$ cat config.mk
export PLATFORM = sky130hd
export DESIGN_NAME = bms_top
export DESIGN_NICKNAME = d
export VERILOG_FILES = /design/src/shared/bms_pkg.sv /design/src/rtl/bms_sync.sv /design/src/rtl/bms_top.sv
export SDC_FILE = /design/constraint.sdc
export NUM_CORES = 1
export LEC_CHECK = 0
export ABC_CLOCK_PERIOD_IN_PS = 5400
export BUFFER_PORTS_ARGS = -buffer_cell sky130_fd_sc_hd__buf_2
export CAP_MARGIN = 20
export CORE_MARGIN = 3
export CORE_UTILIZATION = 51
export CTS_CLUSTER_SIZE = 24
export DETAILED_ROUTE_END_ITERATION = 12
export MAX_ROUTING_LAYER = met4
export PLACE_DENSITY = 0.91
export SYNTH_ARGS = -nofsm -noshare
export SYNTH_HDL_FRONTEND = slang
export SYNTH_SLANG_ARGS = --single-unit
$ cat constraint.sdc
create_clock -name clk_sys -period 5.4 [get_ports clk_sys]
set_clock_uncertainty 0.1 [all_clocks]
set_input_delay 0.54 -clock clk_sys [delete_from_list [all_inputs] [get_ports clk_sys]]
set_output_delay 0.54 -clock clk_sys [all_outputs]
set_load 0.01 [all_outputs]
$ cat src/shared/bms_pkg.sv
// Constants, types and register layout shared by the boot mode sequencer.
// How it works
// Hold everything while the reset pin is low.
// Three boot modes: host, ROM copy, none.
// Host boot stalls the CPU, releases the rest.
// Host path: host port or PCI by strap.
// Host sets the wake bit when loading ends.
// Wake bit in host boot releases the CPU.
// Wake ends stall unlatched, only in host boot.
// Host may read and write memory while stalled.
// No new wake interrupt until wake bit cleared.
// ROM boot copies 1 KB from region one.
// Consecutive ROM bytes packed into 32-bit words.
// Copy done releases the CPU at address 0.
// ROM image stored in system byte order.
// No boot runs straight from address 0.
// Four 256M chip-enable regions from 8000 0000.
// Region one spans 9000 0000 to 9FFF FFFF.
// Internal memory always sits at address 0.
// Straps captured at release, held until reset.
package bms_pkg;

   // Boot mode strap codes
   localparam logic [1:0]  BMS_BOOT_NONE   = 2'h0;
   localparam logic [1:0]  BMS_BOOT_HOST   = 2'h1;
   localparam logic [1:0]  BMS_BOOT_ROM    = 2'h2;

   // Address map
   localparam logic [31:0] BMS_IMEM_BASE   = 32'h0000_0000;
   localparam logic [31:0] BMS_CPU_START   = 32'h0000_0000;
   localparam logic [1:0]  BMS_EXT_TOP     = 2'h2;
   localparam int          BMS_CE_SHIFT    = 28;
   localparam logic [31:0] BMS_CE1_BASE    = 32'h9000_0000;
   localparam logic [31:0] BMS_CE1_LAST    = 32'h9FFF_FFFF;

   // ROM image size
   localparam int          BMS_ROM_BYTES   = 1024;
   localparam logic [9:0]  BMS_LAST_BYTE   = 10'h3FF;

   // Register offsets
   localparam logic [31:0] BMS_HPC_OFFS    = 32'h0000_0000;
   localparam logic [31:0] BMS_STAT_OFFS   = 32'h0000_0004;

   // Field positions
   localparam int          BMS_WAKE_POS    = 0;
   localparam int          BMS_ST_STALL    = 0;
   localparam int          BMS_ST_HOST     = 1;
   localparam int          BMS_ST_COPY     = 2;
   localparam int          BMS_ST_PCI      = 3;
   localparam int          BMS_ST_MODE     = 4;
   localparam int          BMS_ST_BIGEND   = 6;

   // Values after reset
   localparam logic        BMS_WAKE_RST    = 1'b0;
   localparam logic [1:0]  BMS_MODE_RST    = 2'h0;

   // Sequencer states
   typedef enum logic [2:0]
   {
      BMS_ST_RESET,
      BMS_ST_HOST_WAIT,
      BMS_ST_ROM_READ,
      BMS_ST_ROM_WRITE,
      BMS_ST_RUN
   } bms_state_e;

   // ROM byte read request
   typedef struct packed
   {
      logic        rd;
      logic [31:0] addr;
   } bms_rom_req_s;

   // Internal memory word write request
   typedef struct packed
   {
      logic        wr;
      logic [31:0] addr;
      logic [31:0] data;
   } bms_mem_req_s;

endpackage

$ cat src/rtl/bms_sync.sv
// Two flip-flop synchroniser for pin inputs.
module bms_sync #(
   parameter int WIDTH = 1
) (
   input  wire logic             clk_sys,
   input  wire logic             srst,
   input  wire logic [WIDTH-1:0] async_in,
   output logic      [WIDTH-1:0] sync_out
);

   logic [WIDTH-1:0] meta_q;   // First stage, read only by second
   logic [WIDTH-1:0] sync_q;   // Second stage

   // Both stages clear on reset
   always_ff @(posedge clk_sys)
   begin
      if (srst)
      begin
         meta_q <= '0;
         sync_q <= '0;
      end
      else
      begin
         meta_q <= async_in;
         sync_q <= meta_q;
      end
   end

   assign sync_out = sync_q;

endmodule

$ cat src/rtl/bms_top.sv
// Boot mode sequencer: reset hold, boot mode control, ROM copy and region decode.
//
// Local design decisions: the register layout and the APB register port.
module bms_top (
   input  wire logic                  clk_sys,
   input  wire logic                  srst,
   // Pins, asynchronous
   input  wire logic                  reset_pin_n,
   input  wire logic [1:0]            boot_mode_pin,
   input  wire logic                  pci_sel_pin,
   input  wire logic                  big_endian_pin,
   // APB slave
   input  wire logic                  psel,
   input  wire logic                  penable,
   input  wire logic                  pwrite,
   input  wire logic [31:0]           paddr,
   input  wire logic [31:0]           pwdata,
   output logic      [31:0]           prdata,
   output logic                       pready,
   output logic                       pslverr,
   // Device control
   output logic                       periph_rst,
   output logic                       cpu_stall,
   output logic                       cpu_start,
   output logic      [31:0]           cpu_start_addr,
   output logic                       cpu_wake_irq,
   output logic                       host_port_en,
   output logic                       pci_en,
   output logic                       host_mem_en,
   // ROM byte reads over the external memory port
   output bms_pkg::bms_rom_req_s      rom_req,
   input  wire logic [7:0]            rom_data,
   input  wire logic                  rom_ack,
   // Internal memory writes
   output bms_pkg::bms_mem_req_s      mem_req,
   input  wire logic                  mem_ack,
   // Chip-enable region decoder
   input  wire logic [31:0]           dec_addr,
   output logic      [3:0]            dec_sel
);
   import bms_pkg::*;

   // One-hot chip-enable region of an address, zero outside
   function automatic logic [3:0] ce_decode(input logic [31:0] a);
      logic [3:0] sel;
      sel = 4'h0;
      if (a[31:30] == BMS_EXT_TOP)
      begin
         sel[a[BMS_CE_SHIFT+1:BMS_CE_SHIFT]] = 1'b1;
      end
      return sel;
   endfunction

   // Synchronised pins
   logic [4:0]   pins_s;
   logic         rst_rel_s;      // Reset pin released
   logic [1:0]   mode_s;
   logic         pci_s;
   logic         bige_s;

   bms_sync #(.WIDTH(5)) u_sync (
      .clk_sys  (clk_sys),
      .srst     (srst),
      .async_in ({big_endian_pin, pci_sel_pin, boot_mode_pin, reset_pin_n}),
      .sync_out (pins_s)
   );

   assign rst_rel_s = pins_s[0];
   assign mode_s    = pins_s[2:1];
   assign pci_s     = pins_s[3];
   assign bige_s    = pins_s[4];

   // Sequencer state
   bms_state_e   state_q, state_d;
   logic [1:0]   mode_q, mode_d;       // Captured boot mode
   logic         pci_q, pci_d;         // Captured host path
   logic         bige_q, bige_d;       // Captured byte order
   logic [9:0]   cnt_q, cnt_d;         // ROM byte index
   logic [31:0]  word_q, word_d;       // Packing register
   logic         wake_q, wake_d;       // Wake bit
   logic         irq_q, irq_d;
   logic         start_q, start_d;
   logic         stall_q, stall_d;
   logic         prst_q, prst_d;
   logic         hpe_q, hpe_d;
   logic         pcie_q, pcie_d;
   logic         hme_q, hme_d;
   bms_rom_req_s rom_q, rom_d;
   bms_mem_req_s mem_q, mem_d;
   logic [3:0]   sel_q, sel_d;

   // APB state
   logic         rdy_q, rdy_d;
   logic         err_q, err_d;
   logic [31:0]  rdat_q, rdat_d;
   logic         acc;            // First access cycle
   logic         done;           // Completing edge
   logic         hit_hpc;
   logic         hit_stat;
   logic         wake_rise;

   // APB decode
   assign acc       = psel & penable & ~rdy_q;
   assign done      = psel & penable & rdy_q;
   assign hit_hpc   = (paddr == BMS_HPC_OFFS);
   assign hit_stat  = (paddr == BMS_STAT_OFFS);
   // Host completes its load by writing one to the wake bit
   assign wake_rise = done & pwrite & hit_hpc & pwdata[BMS_WAKE_POS] & ~wake_q;

   // APB answer: one wait state, unmapped gives error
   always_comb
   begin
      rdy_d  = acc;
      err_d  = 1'b0;
      rdat_d = rdat_q;
      if (acc)
      begin
         err_d  = ~(hit_hpc | hit_stat);
         rdat_d = 32'h0000_0000;
         if (!pwrite && hit_hpc)
         begin
            rdat_d[BMS_WAKE_POS] = wake_q;
         end
         else if (!pwrite && hit_stat)
         begin
            rdat_d[BMS_ST_STALL]             = stall_q;
            rdat_d[BMS_ST_HOST]              = (mode_q == BMS_BOOT_HOST);
            rdat_d[BMS_ST_COPY]              = (state_q == BMS_ST_ROM_READ) |
                                               (state_q == BMS_ST_ROM_WRITE);
            rdat_d[BMS_ST_PCI]               = pci_q;
            rdat_d[BMS_ST_MODE+1:BMS_ST_MODE] = mode_q;
            rdat_d[BMS_ST_BIGEND]            = bige_q;
         end
      end
   end

   // Sequencer next state
   always_comb
   begin
      state_d = state_q;
      mode_d  = mode_q;
      pci_d   = pci_q;
      bige_d  = bige_q;
      cnt_d   = cnt_q;
      word_d  = word_q;
      irq_d   = 1'b0;
      start_d = 1'b0;
      rom_d   = rom_q;
      mem_d   = mem_q;
      // Wake bit written by host, cleared by CPU
      wake_d  = (done && pwrite && hit_hpc) ? pwdata[BMS_WAKE_POS] : wake_q;
      if (!rst_rel_s)
      begin
         // Pin low: back to the reset state
         state_d = BMS_ST_RESET;
         wake_d  = BMS_WAKE_RST;
         rom_d   = '0;
         mem_d   = '0;
      end
      else
      begin
         unique case (state_q)
            BMS_ST_RESET:
            begin
               // Straps caught once at release
               mode_d = mode_s;
               pci_d  = pci_s;
               bige_d = bige_s;
               cnt_d  = 10'h000;
               // Pick one of three boot paths
               if (mode_s == BMS_BOOT_HOST)
               begin
                  state_d = BMS_ST_HOST_WAIT;
               end
               else if (mode_s == BMS_BOOT_ROM)
               begin
                  state_d = BMS_ST_ROM_READ;
                  rom_d   = '{rd: 1'b1, addr: BMS_CE1_BASE};
               end
               else
               begin
                  // Straight to execution, no copy
                  state_d = BMS_ST_RUN;
                  start_d = 1'b1;
               end
            end
            BMS_ST_HOST_WAIT:
            begin
               // Wake release is unlatched, no interrupt
               if (wake_rise)
               begin
                  state_d = BMS_ST_RUN;
                  start_d = 1'b1;
               end
            end
            BMS_ST_ROM_READ:
            begin
               if (rom_ack)
               begin
                  // Pack bytes in the captured byte order
                  word_d = bige_q ? {word_q[23:0], rom_data} : {rom_data, word_q[31:8]};
                  rom_d.rd = 1'b0;
                  if (cnt_q[1:0] == 2'h3)
                  begin
                     state_d = BMS_ST_ROM_WRITE;
                     // Destination is internal memory at zero
                     mem_d = '{wr: 1'b1, addr: BMS_IMEM_BASE | {22'h0, cnt_q[9:2], 2'h0},
                               data: word_d};
                  end
                  else
                  begin
                     cnt_d = cnt_q + 10'h001;
                     rom_d = '{rd: 1'b1, addr: BMS_CE1_BASE | {22'h0, cnt_d}};
                  end
               end
            end
            BMS_ST_ROM_WRITE:
            begin
               if (mem_ack)
               begin
                  mem_d.wr = 1'b0;
                  // Single block ends after the last word
                  if (cnt_q == BMS_LAST_BYTE)
                  begin
                     state_d = BMS_ST_RUN;
                     start_d = 1'b1;
                  end
                  else
                  begin
                     state_d = BMS_ST_ROM_READ;
                     cnt_d   = cnt_q + 10'h001;
                     rom_d   = '{rd: 1'b1, addr: BMS_CE1_BASE | {22'h0, cnt_d}};
                  end
               end
            end
            BMS_ST_RUN:
            begin
               // Interrupt only on a fresh wake while running
               irq_d = wake_rise;
            end
         endcase
      end
   end

   // Outputs follow the next state so they align with it
   always_comb
   begin
      prst_d  = (state_d == BMS_ST_RESET);
      stall_d = (state_d != BMS_ST_RUN);
      hpe_d   = (state_d != BMS_ST_RESET) & (mode_d == BMS_BOOT_HOST) & ~pci_d;
      pcie_d  = (state_d != BMS_ST_RESET) & (mode_d == BMS_BOOT_HOST) & pci_d;
      hme_d   = (state_d != BMS_ST_RESET) & (mode_d == BMS_BOOT_HOST);
      sel_d   = ce_decode(dec_addr);
   end

   // Register all state
   always_ff @(posedge clk_sys)
   begin
      if (srst)
      begin
         state_q <= BMS_ST_RESET;
         mode_q  <= BMS_MODE_RST;
         pci_q   <= 1'b0;
         bige_q  <= 1'b0;
         cnt_q   <= 10'h000;
         word_q  <= 32'h0000_0000;
         wake_q  <= BMS_WAKE_RST;
         irq_q   <= 1'b0;
         start_q <= 1'b0;
         stall_q <= 1'b1;
         prst_q  <= 1'b1;
         hpe_q   <= 1'b0;
         pcie_q  <= 1'b0;
         hme_q   <= 1'b0;
         rom_q   <= '0;
         mem_q   <= '0;
         sel_q   <= 4'h0;
         rdy_q   <= 1'b0;
         err_q   <= 1'b0;
         rdat_q  <= 32'h0000_0000;
      end
      else
      begin
         state_q <= state_d;
         mode_q  <= mode_d;
         pci_q   <= pci_d;
         bige_q  <= bige_d;
         cnt_q   <= cnt_d;
         word_q  <= word_d;
         wake_q  <= wake_d;
         irq_q   <= irq_d;
         start_q <= start_d;
         stall_q <= stall_d;
         prst_q  <= prst_d;
         hpe_q   <= hpe_d;
         pcie_q  <= pcie_d;
         hme_q   <= hme_d;
         rom_q   <= rom_d;
         mem_q   <= mem_d;
         sel_q   <= sel_d;
         rdy_q   <= rdy_d;
         err_q   <= err_d;
         rdat_q  <= rdat_d;
      end
   end

   // Port drive
   assign prdata         = rdat_q;
   assign pready         = rdy_q;
   assign pslverr        = err_q;
   assign periph_rst     = prst_q;
   assign cpu_stall      = stall_q;
   assign cpu_start      = start_q;
   assign cpu_start_addr = BMS_CPU_START;
   assign cpu_wake_irq   = irq_q;
   assign host_port_en   = hpe_q;
   assign pci_en         = pcie_q;
   assign host_mem_en    = hme_q;
   assign rom_req        = rom_q;
   assign mem_req        = mem_q;
   assign dec_sel        = sel_q;
endmodule

==> flow_metrics.tcl, run 1 <==
set metrics [dict create \
    power_leakage_nw 2.855 \
    required_ps 5610 \
    cts_buffer_depth 2 \
    power.total_mw 2.304 \
    post-route-period-util 0.4718 \
    grt_pass1_wl_um 21890 \
    coreArea_um2 11710 \
    portBuffers 130 \
    gp_congestion 0.8764 \
    worstPathArrival_ps 2760 \
    finalMaxSlewViolations 0 \
    cts_resized 0 \
    multi_input_area_um2 2992 \
    synthFlopType "dfxtp_1" \
    drtIter0Drc 315 \
    yosysWarnings 0 \
    yosysSeqAreaShare 0.4246 \
    status "finished clean" \
    hp-class "primary input to register" \
    grt_pass1_vias 4541 \
    die_w_um 116.9 \
    syn_area_um2 6271 \
    dieArea_um2 13660 \
    wirelength_um 14350 \
    routedWlPerCell_um 14.99 \
    ir_drop_mv 0.2770 \
    clock.fmax_mhz 392.5 \
    critPathCaptureType "register" \
    crit_fanout 33 \
    fill_cells 978 \
    die_h_um 116.9 \
    synth.distinct_cells 63 \
    critPathKind "register to register" \
    worst_setup_path_start_kind "register" \
    rows 39 \
    place_inst 924 \
    synth_enable_flop_cells 0 \
    track_usage 0.2092 \
    fin_nets 922 \
    dp_hpwl_um 9895 \
    yosysTopAreaCellShare 0.4246 \
    area_growth_pct 14.60 \
    rsz0062_at_grt "false" \
    cts-hold-fix-buffers 0 \
    yosysTopAreaCell "dfxtp_1" \
    period_needed_ps 2548 \
    synth_cells 695 \
    clock_sinks 133 \
    ioPinCount 291 \
    fin_area_um2 7187 \
    finalSetupViolations 0 \
    viasPerCell 5.195 \
    cts_buffers 17 \
    antenna_found_initial 1 \
    maxCapViolations 0 \
    cts_tree "done" \
    powerDensity_nw_per_um2 320.6 \
    async_flop_share 0 \
    clkLatencyLatePin_ps 410 \
    first_pass_iters 4 \
    clock-root-buffer "clkbuf_16" \
    synth_seq_cells 133 \
    start_util 0.5355 \
    grt_overflow 0 \
    antenna_left 0 \
    relSlewSlack 0.3276 \
    cts.htree.levels 4 \
    seqCellArea_um2 2664 \
    syn-mean-instance-area_um2 9.023 \
    post_cts_buffers 0 \
    drive_gt1_frac 0.2263 \
    stdcell_count 957 \
    finalSetupTns_ps 0 \
    finalHoldViolCount 0 \
    vias 4972 \
    worst_slew_pin_slew_ps 1009 \
    remaining_drc_errors 0 \
    placed_area_um2 6534 \
    grt_max_degree 73 \
    clk_pin_slew_ps 60 \
    yosys-top-cells-area "dfxtp_1, buf_4, a211oi_1" \
]
[synth_stat cells (2+ instances only)]
library cell  count
buf_4           104
clkbuf_1         20
a31oi_1           3
xnor2_1           3
nand4_1           8
mux2i_1          40
o21ai_0          18
a211oi_1         65
clkbuf_2          2
nor2b_1          13
inv_1             7
nand3b_1          4
buf_2            13
buf_1             7
o21ai_1           2
and2_1            4
or2_2             2
ha_1              5
o21a_1            3
o211ai_1          2
xor2_1            4
a21oi_1          32
nand3_1           9
nand2b_1          4
nand2_1          40
nor4_1            9
and4_1            2
dfxtp_1         133
a21o_1            2
a41oi_1           2
o41ai_1           2
and3_1            2
nor3_1            8
a22o_1            5
nor2_1           87
nor3b_1           2
[worst paths after layout]
check | from | endpoint | slack [ps] | cells after the start
setup reg to reg | state_q[1] | word_q[29] | 2850 | 5
setup / recovery | state_q[1] | word_q[29] | 2850 | 5
hold / removal | dec_addr[29] | dec_sel[1] | 230 | 2
hold reg to reg | u_sync.meta_q[3] | u_sync.sync_out[3] | 340 | 1
[registers in the layout, summed over array words and instances, names as in the netlist]
signal and cells:
mode_q 2, mem_req 41, periph_rst 1, u_sync.sync_out 5
bige_q 1, host_port_en 1, prdata 7, pready 1
cnt_q 10, rom_req 12, pslverr 1, u_sync.meta_q 5
state_q 3, cpu_stall 1, pci_q 1, word_q 32
cpu_wake_irq 1, pci_en 1, cpu_start 1, host_mem_en 1
dec_sel 4, wake_q 1
[through the flow]
step           setup WS [ps]    util  hold WS, ps
2_1_floorplan           3355       -        313.8
3_3_place_gp            2871  0.5579        324.8
3_5_place_dp            2759  0.5579        329.2
4_1_cts                 2637  0.6111        211.1
5_1_grt                 2654  0.6137        212.2
6_report                2852  0.6137        227.2
[cell families (layout without fill, tap and decap cells)]
group	Yosys count	after routing	share of synthesized area
compound gates	149	149	0.1690
xor+xnor	7	7	0.009777
fa+ha+maj	5	5	0.009976
buf+inv	154	172	0.1590
flops	133	133	0.4246
mux	40	40	0.06385
other cells	1	102	0.0005980
simple gates	206	206	0.1632
[metal layers]
layer / part of all wire / track usage / vias up
li1: - / - / 2460
met1: 0.38 / 0.2253 / 2278
met2: 0.52 / 0.3671 / 204
met3: 0.076 / 0.05964 / 30
met4: 0.022 / 0.07492 / 0
met5: 0 / - / -
[where the power goes]
part           switching (mW)  total, mW  internal (mW)
clock network           0.420       1.20          0.783
registers             0.00580      0.994          0.988
logic                  0.0749      0.108         0.0327
[layout make-up]
type	instances	area share
clock inverter	12	0.02507
tap	143	0.02490
timing repair buffer	134	0.09749
sequential	133	0.3706
inverter	7	0.003656
antenna	1	0.0003482
clock buffer	19	0.06163
multi-input combinational	508	0.4163
[worst max-delay path, cell delays in order, from the launching register on]
cell and delay [ps]:
dfxtp_1 620, and2b_1 420, and4b_2 750, buf_16 250, nor2_1 70, a211oi_1 230
[cells in the final DEF (no fill, tap or decap), drive strengths merged, types with 8 or more instances in the layout]
master and n:
nor2 87, nand3 9, conb 101, dfxtp 133, o21ai 21, clkbuf 19, nand2 41, mux2i 40
a21oi 34, nor3 8, nor4 9, a211oi 65, buf 134, nor2b 13, nand4 8
Note: power is estimated with default switching activity, not from simulation.
==> inputs of run 2 (changes only) <==
--- a/config.mk
+++ b/config.mk
@@ -5,15 +5,15 @@
 export SDC_FILE = /design/constraint.sdc
 export NUM_CORES = 1
 export LEC_CHECK = 0
-export ABC_CLOCK_PERIOD_IN_PS = 5400
+export ABC_CLOCK_PERIOD_IN_PS = 2390
 export BUFFER_PORTS_ARGS = -buffer_cell sky130_fd_sc_hd__buf_2
 export CAP_MARGIN = 20
 export CORE_MARGIN = 3
-export CORE_UTILIZATION = 51
+export CORE_UTILIZATION = 47
 export CTS_CLUSTER_SIZE = 24
 export DETAILED_ROUTE_END_ITERATION = 12
 export MAX_ROUTING_LAYER = met4
-export PLACE_DENSITY = 0.91
+export PLACE_DENSITY = 0.85
 export SYNTH_ARGS = -nofsm -noshare
 export SYNTH_HDL_FRONTEND = slang
 export SYNTH_SLANG_ARGS = --single-unit
==> constraint.sdc (replaced) <==
create_clock -name clk_sys -period 2.39 [get_ports clk_sys]
set_clock_uncertainty 0.1 [all_clocks]
set_input_delay 0.239 -clock clk_sys [delete_from_list [all_inputs] [get_ports clk_sys]]
set_output_delay 0.239 -clock clk_sys [all_outputs]
set_load 0.01 [all_outputs]
==> flow_metrics.tcl, run 2 (synthesis gave the netlist of run 1 again) <==
set metrics [dict create \
    wirelength_um 14690 \
    routedWlPerCell_um 14.49 \
    dp_slack_ps 246.2 \
    period_needed_ps 2177 \
    power.total_mw 5.130 \
    vias 5024 \
    dieArea_um2 14760 \
    crit_slowest_cell "dfxtp_1" \
    fin_area_um2 7461 \
    critPathCaptureType "register" \
    finalSetupTns_ps 0 \
    first_pass_iters 4 \
    finalSetupViolations 0 \
    finalMaxSlewViolations 0 \
    power_leakage_nw 2.998 \
    coreArea_um2 12820 \
    grt_overflow 0 \
    antenna_left 0 \
    rows 41 \
    max_stage_delay_ps 520 \
    ir_drop_mv 0.5511 \
    placed_area_um2 6758 \
    final_common_cell "dfxtp_1" \
    routed-wl-met2_um 7534 \
    die_w_um 121.5 \
    reg2reg_slack_ps 210 \
    critPathKind "register to register" \
    path_cells "nand4b_1, a41o_2, a21oi_4, nor4b_2, or2_2" \
    seqCellArea_um2 2664 \
    utilization 0.5818 \
    grt_max_degree 73 \
    viasPerCell 4.955 \
    clock-root-buffer "clkbuf_16" \
    crit_cells 5 \
    crit_fanout 11 \
    min_path_cells 4 \
    setup_slack_ps 213.4 \
    portBuffers 130 \
    die_h_um 121.5 \
    clk_pin_slew_ps 60 \
    post-route-period-util 0.9107 \
    post_cts_buffers 0 \
    worst_setup_path_start_kind "register" \
    clkLatencyLatePin_ps 410 \
    relSlewSlack 0.6234 \
    cp_top_family "simple AND/OR/NAND/NOR gates" \
    cts_resized 0 \
    cts_buffers 17 \
    cts_tree "done" \
    required_ps 2650 \
    grt_pass1_vias 4656 \
    fin_nets 952 \
    gp_congestion 0.8948 \
    powerDensity_nw_per_um2 687.6 \
    worstPathArrival_ps 2440 \
    final_cell_mix "dfxtp_1, buf_2, conb_1" \
    track_usage 0.1978 \
    largest_register_ffs 41 \
    cts_buffer_depth 2 \
    top_layer_used "met4" \
    multi_input_area_um2 2992 \
    antenna_found_initial 1 \
    finalHoldViolCount 0 \
    route.met3.wl_um 1124 \
    remaining_drc_errors 0 \
    cts-hold-fix-buffers 11 \
    grt_pass1_wl_um 22300 \
    cts.htree.levels 4 \
    dp_hpwl_um 10200 \
    rsz0062_at_grt "false" \
    hp-class "primary input to register" \
    area_growth_pct 18.97 \
    fill_cells 1126 \
    clock.fmax_mhz 459.4 \
    ioPinCount 291 \
    clock_sinks 133 \
    drtIter0Drc 268 \
    m1WireLength_um 5888 \
    worst-path-buf-inv 0 \
    drive_gt1_frac 0.2354 \
    reg2regPathDepth 5 \
    maxCapViolations 0 \
    worst_slew_pin_slew_ps 564.8 \
    start_util 0.4890 \
    status "finished clean" \
]
run 2: final timing paths:
check,start,endpoint
setup / recovery,state_q[1],cnt_q[9]
hold / removal,dec_addr[30],dec_sel[2]
hold reg to reg,u_sync.meta_q[1],u_sync.sync_out[1]
setup reg to reg,state_q[1],cnt_q[9]
run 2: metrics by stage:
stage | hold WS [ps] | instances
6_report | 25.33 | 1014
5_1_grt | 24.61 | 1014
2_1_floorplan | 210.5 | 795
3_5_place_dp | 324.1 | 973
3_3_place_gp | 325.1 | 973
4_1_cts | 2.488 | 1013
run 2: cell type report:
cell class | instances | share of cell area
multi-input cells | 508 | 0.4010
flip-flops and latches | 133 | 0.3570
repair buffers | 164 | 0.1301
clock buffers | 25 | 0.06641
well taps | 172 | 0.02884
clock inverters | 4 | 0.01275
inverters | 7 | 0.003522
diodes | 1 | 0.0003354
run 2: tightest hold or removal path, delay by kind of cell:
family / cells / cell delay [ps]
AND/OR/NAND/NOR: 3 / 160
buffers and inverters: 1 / 80
run 2: layer usage:
layer | track usage | vias up
li1 | - | 2507
met1 | 0.2160 | 2326
met2 | 0.3413 | 177
met3 | 0.06061 | 14
met4 | 0.06933 | 0
met5 | - | -
run 2: power by group:
group	internal (mW)	total [mW]	switching, mW
registers	2.23	2.24	0.00944
logic	0.0903	0.269	0.179
clock network	1.73	2.62	0.886
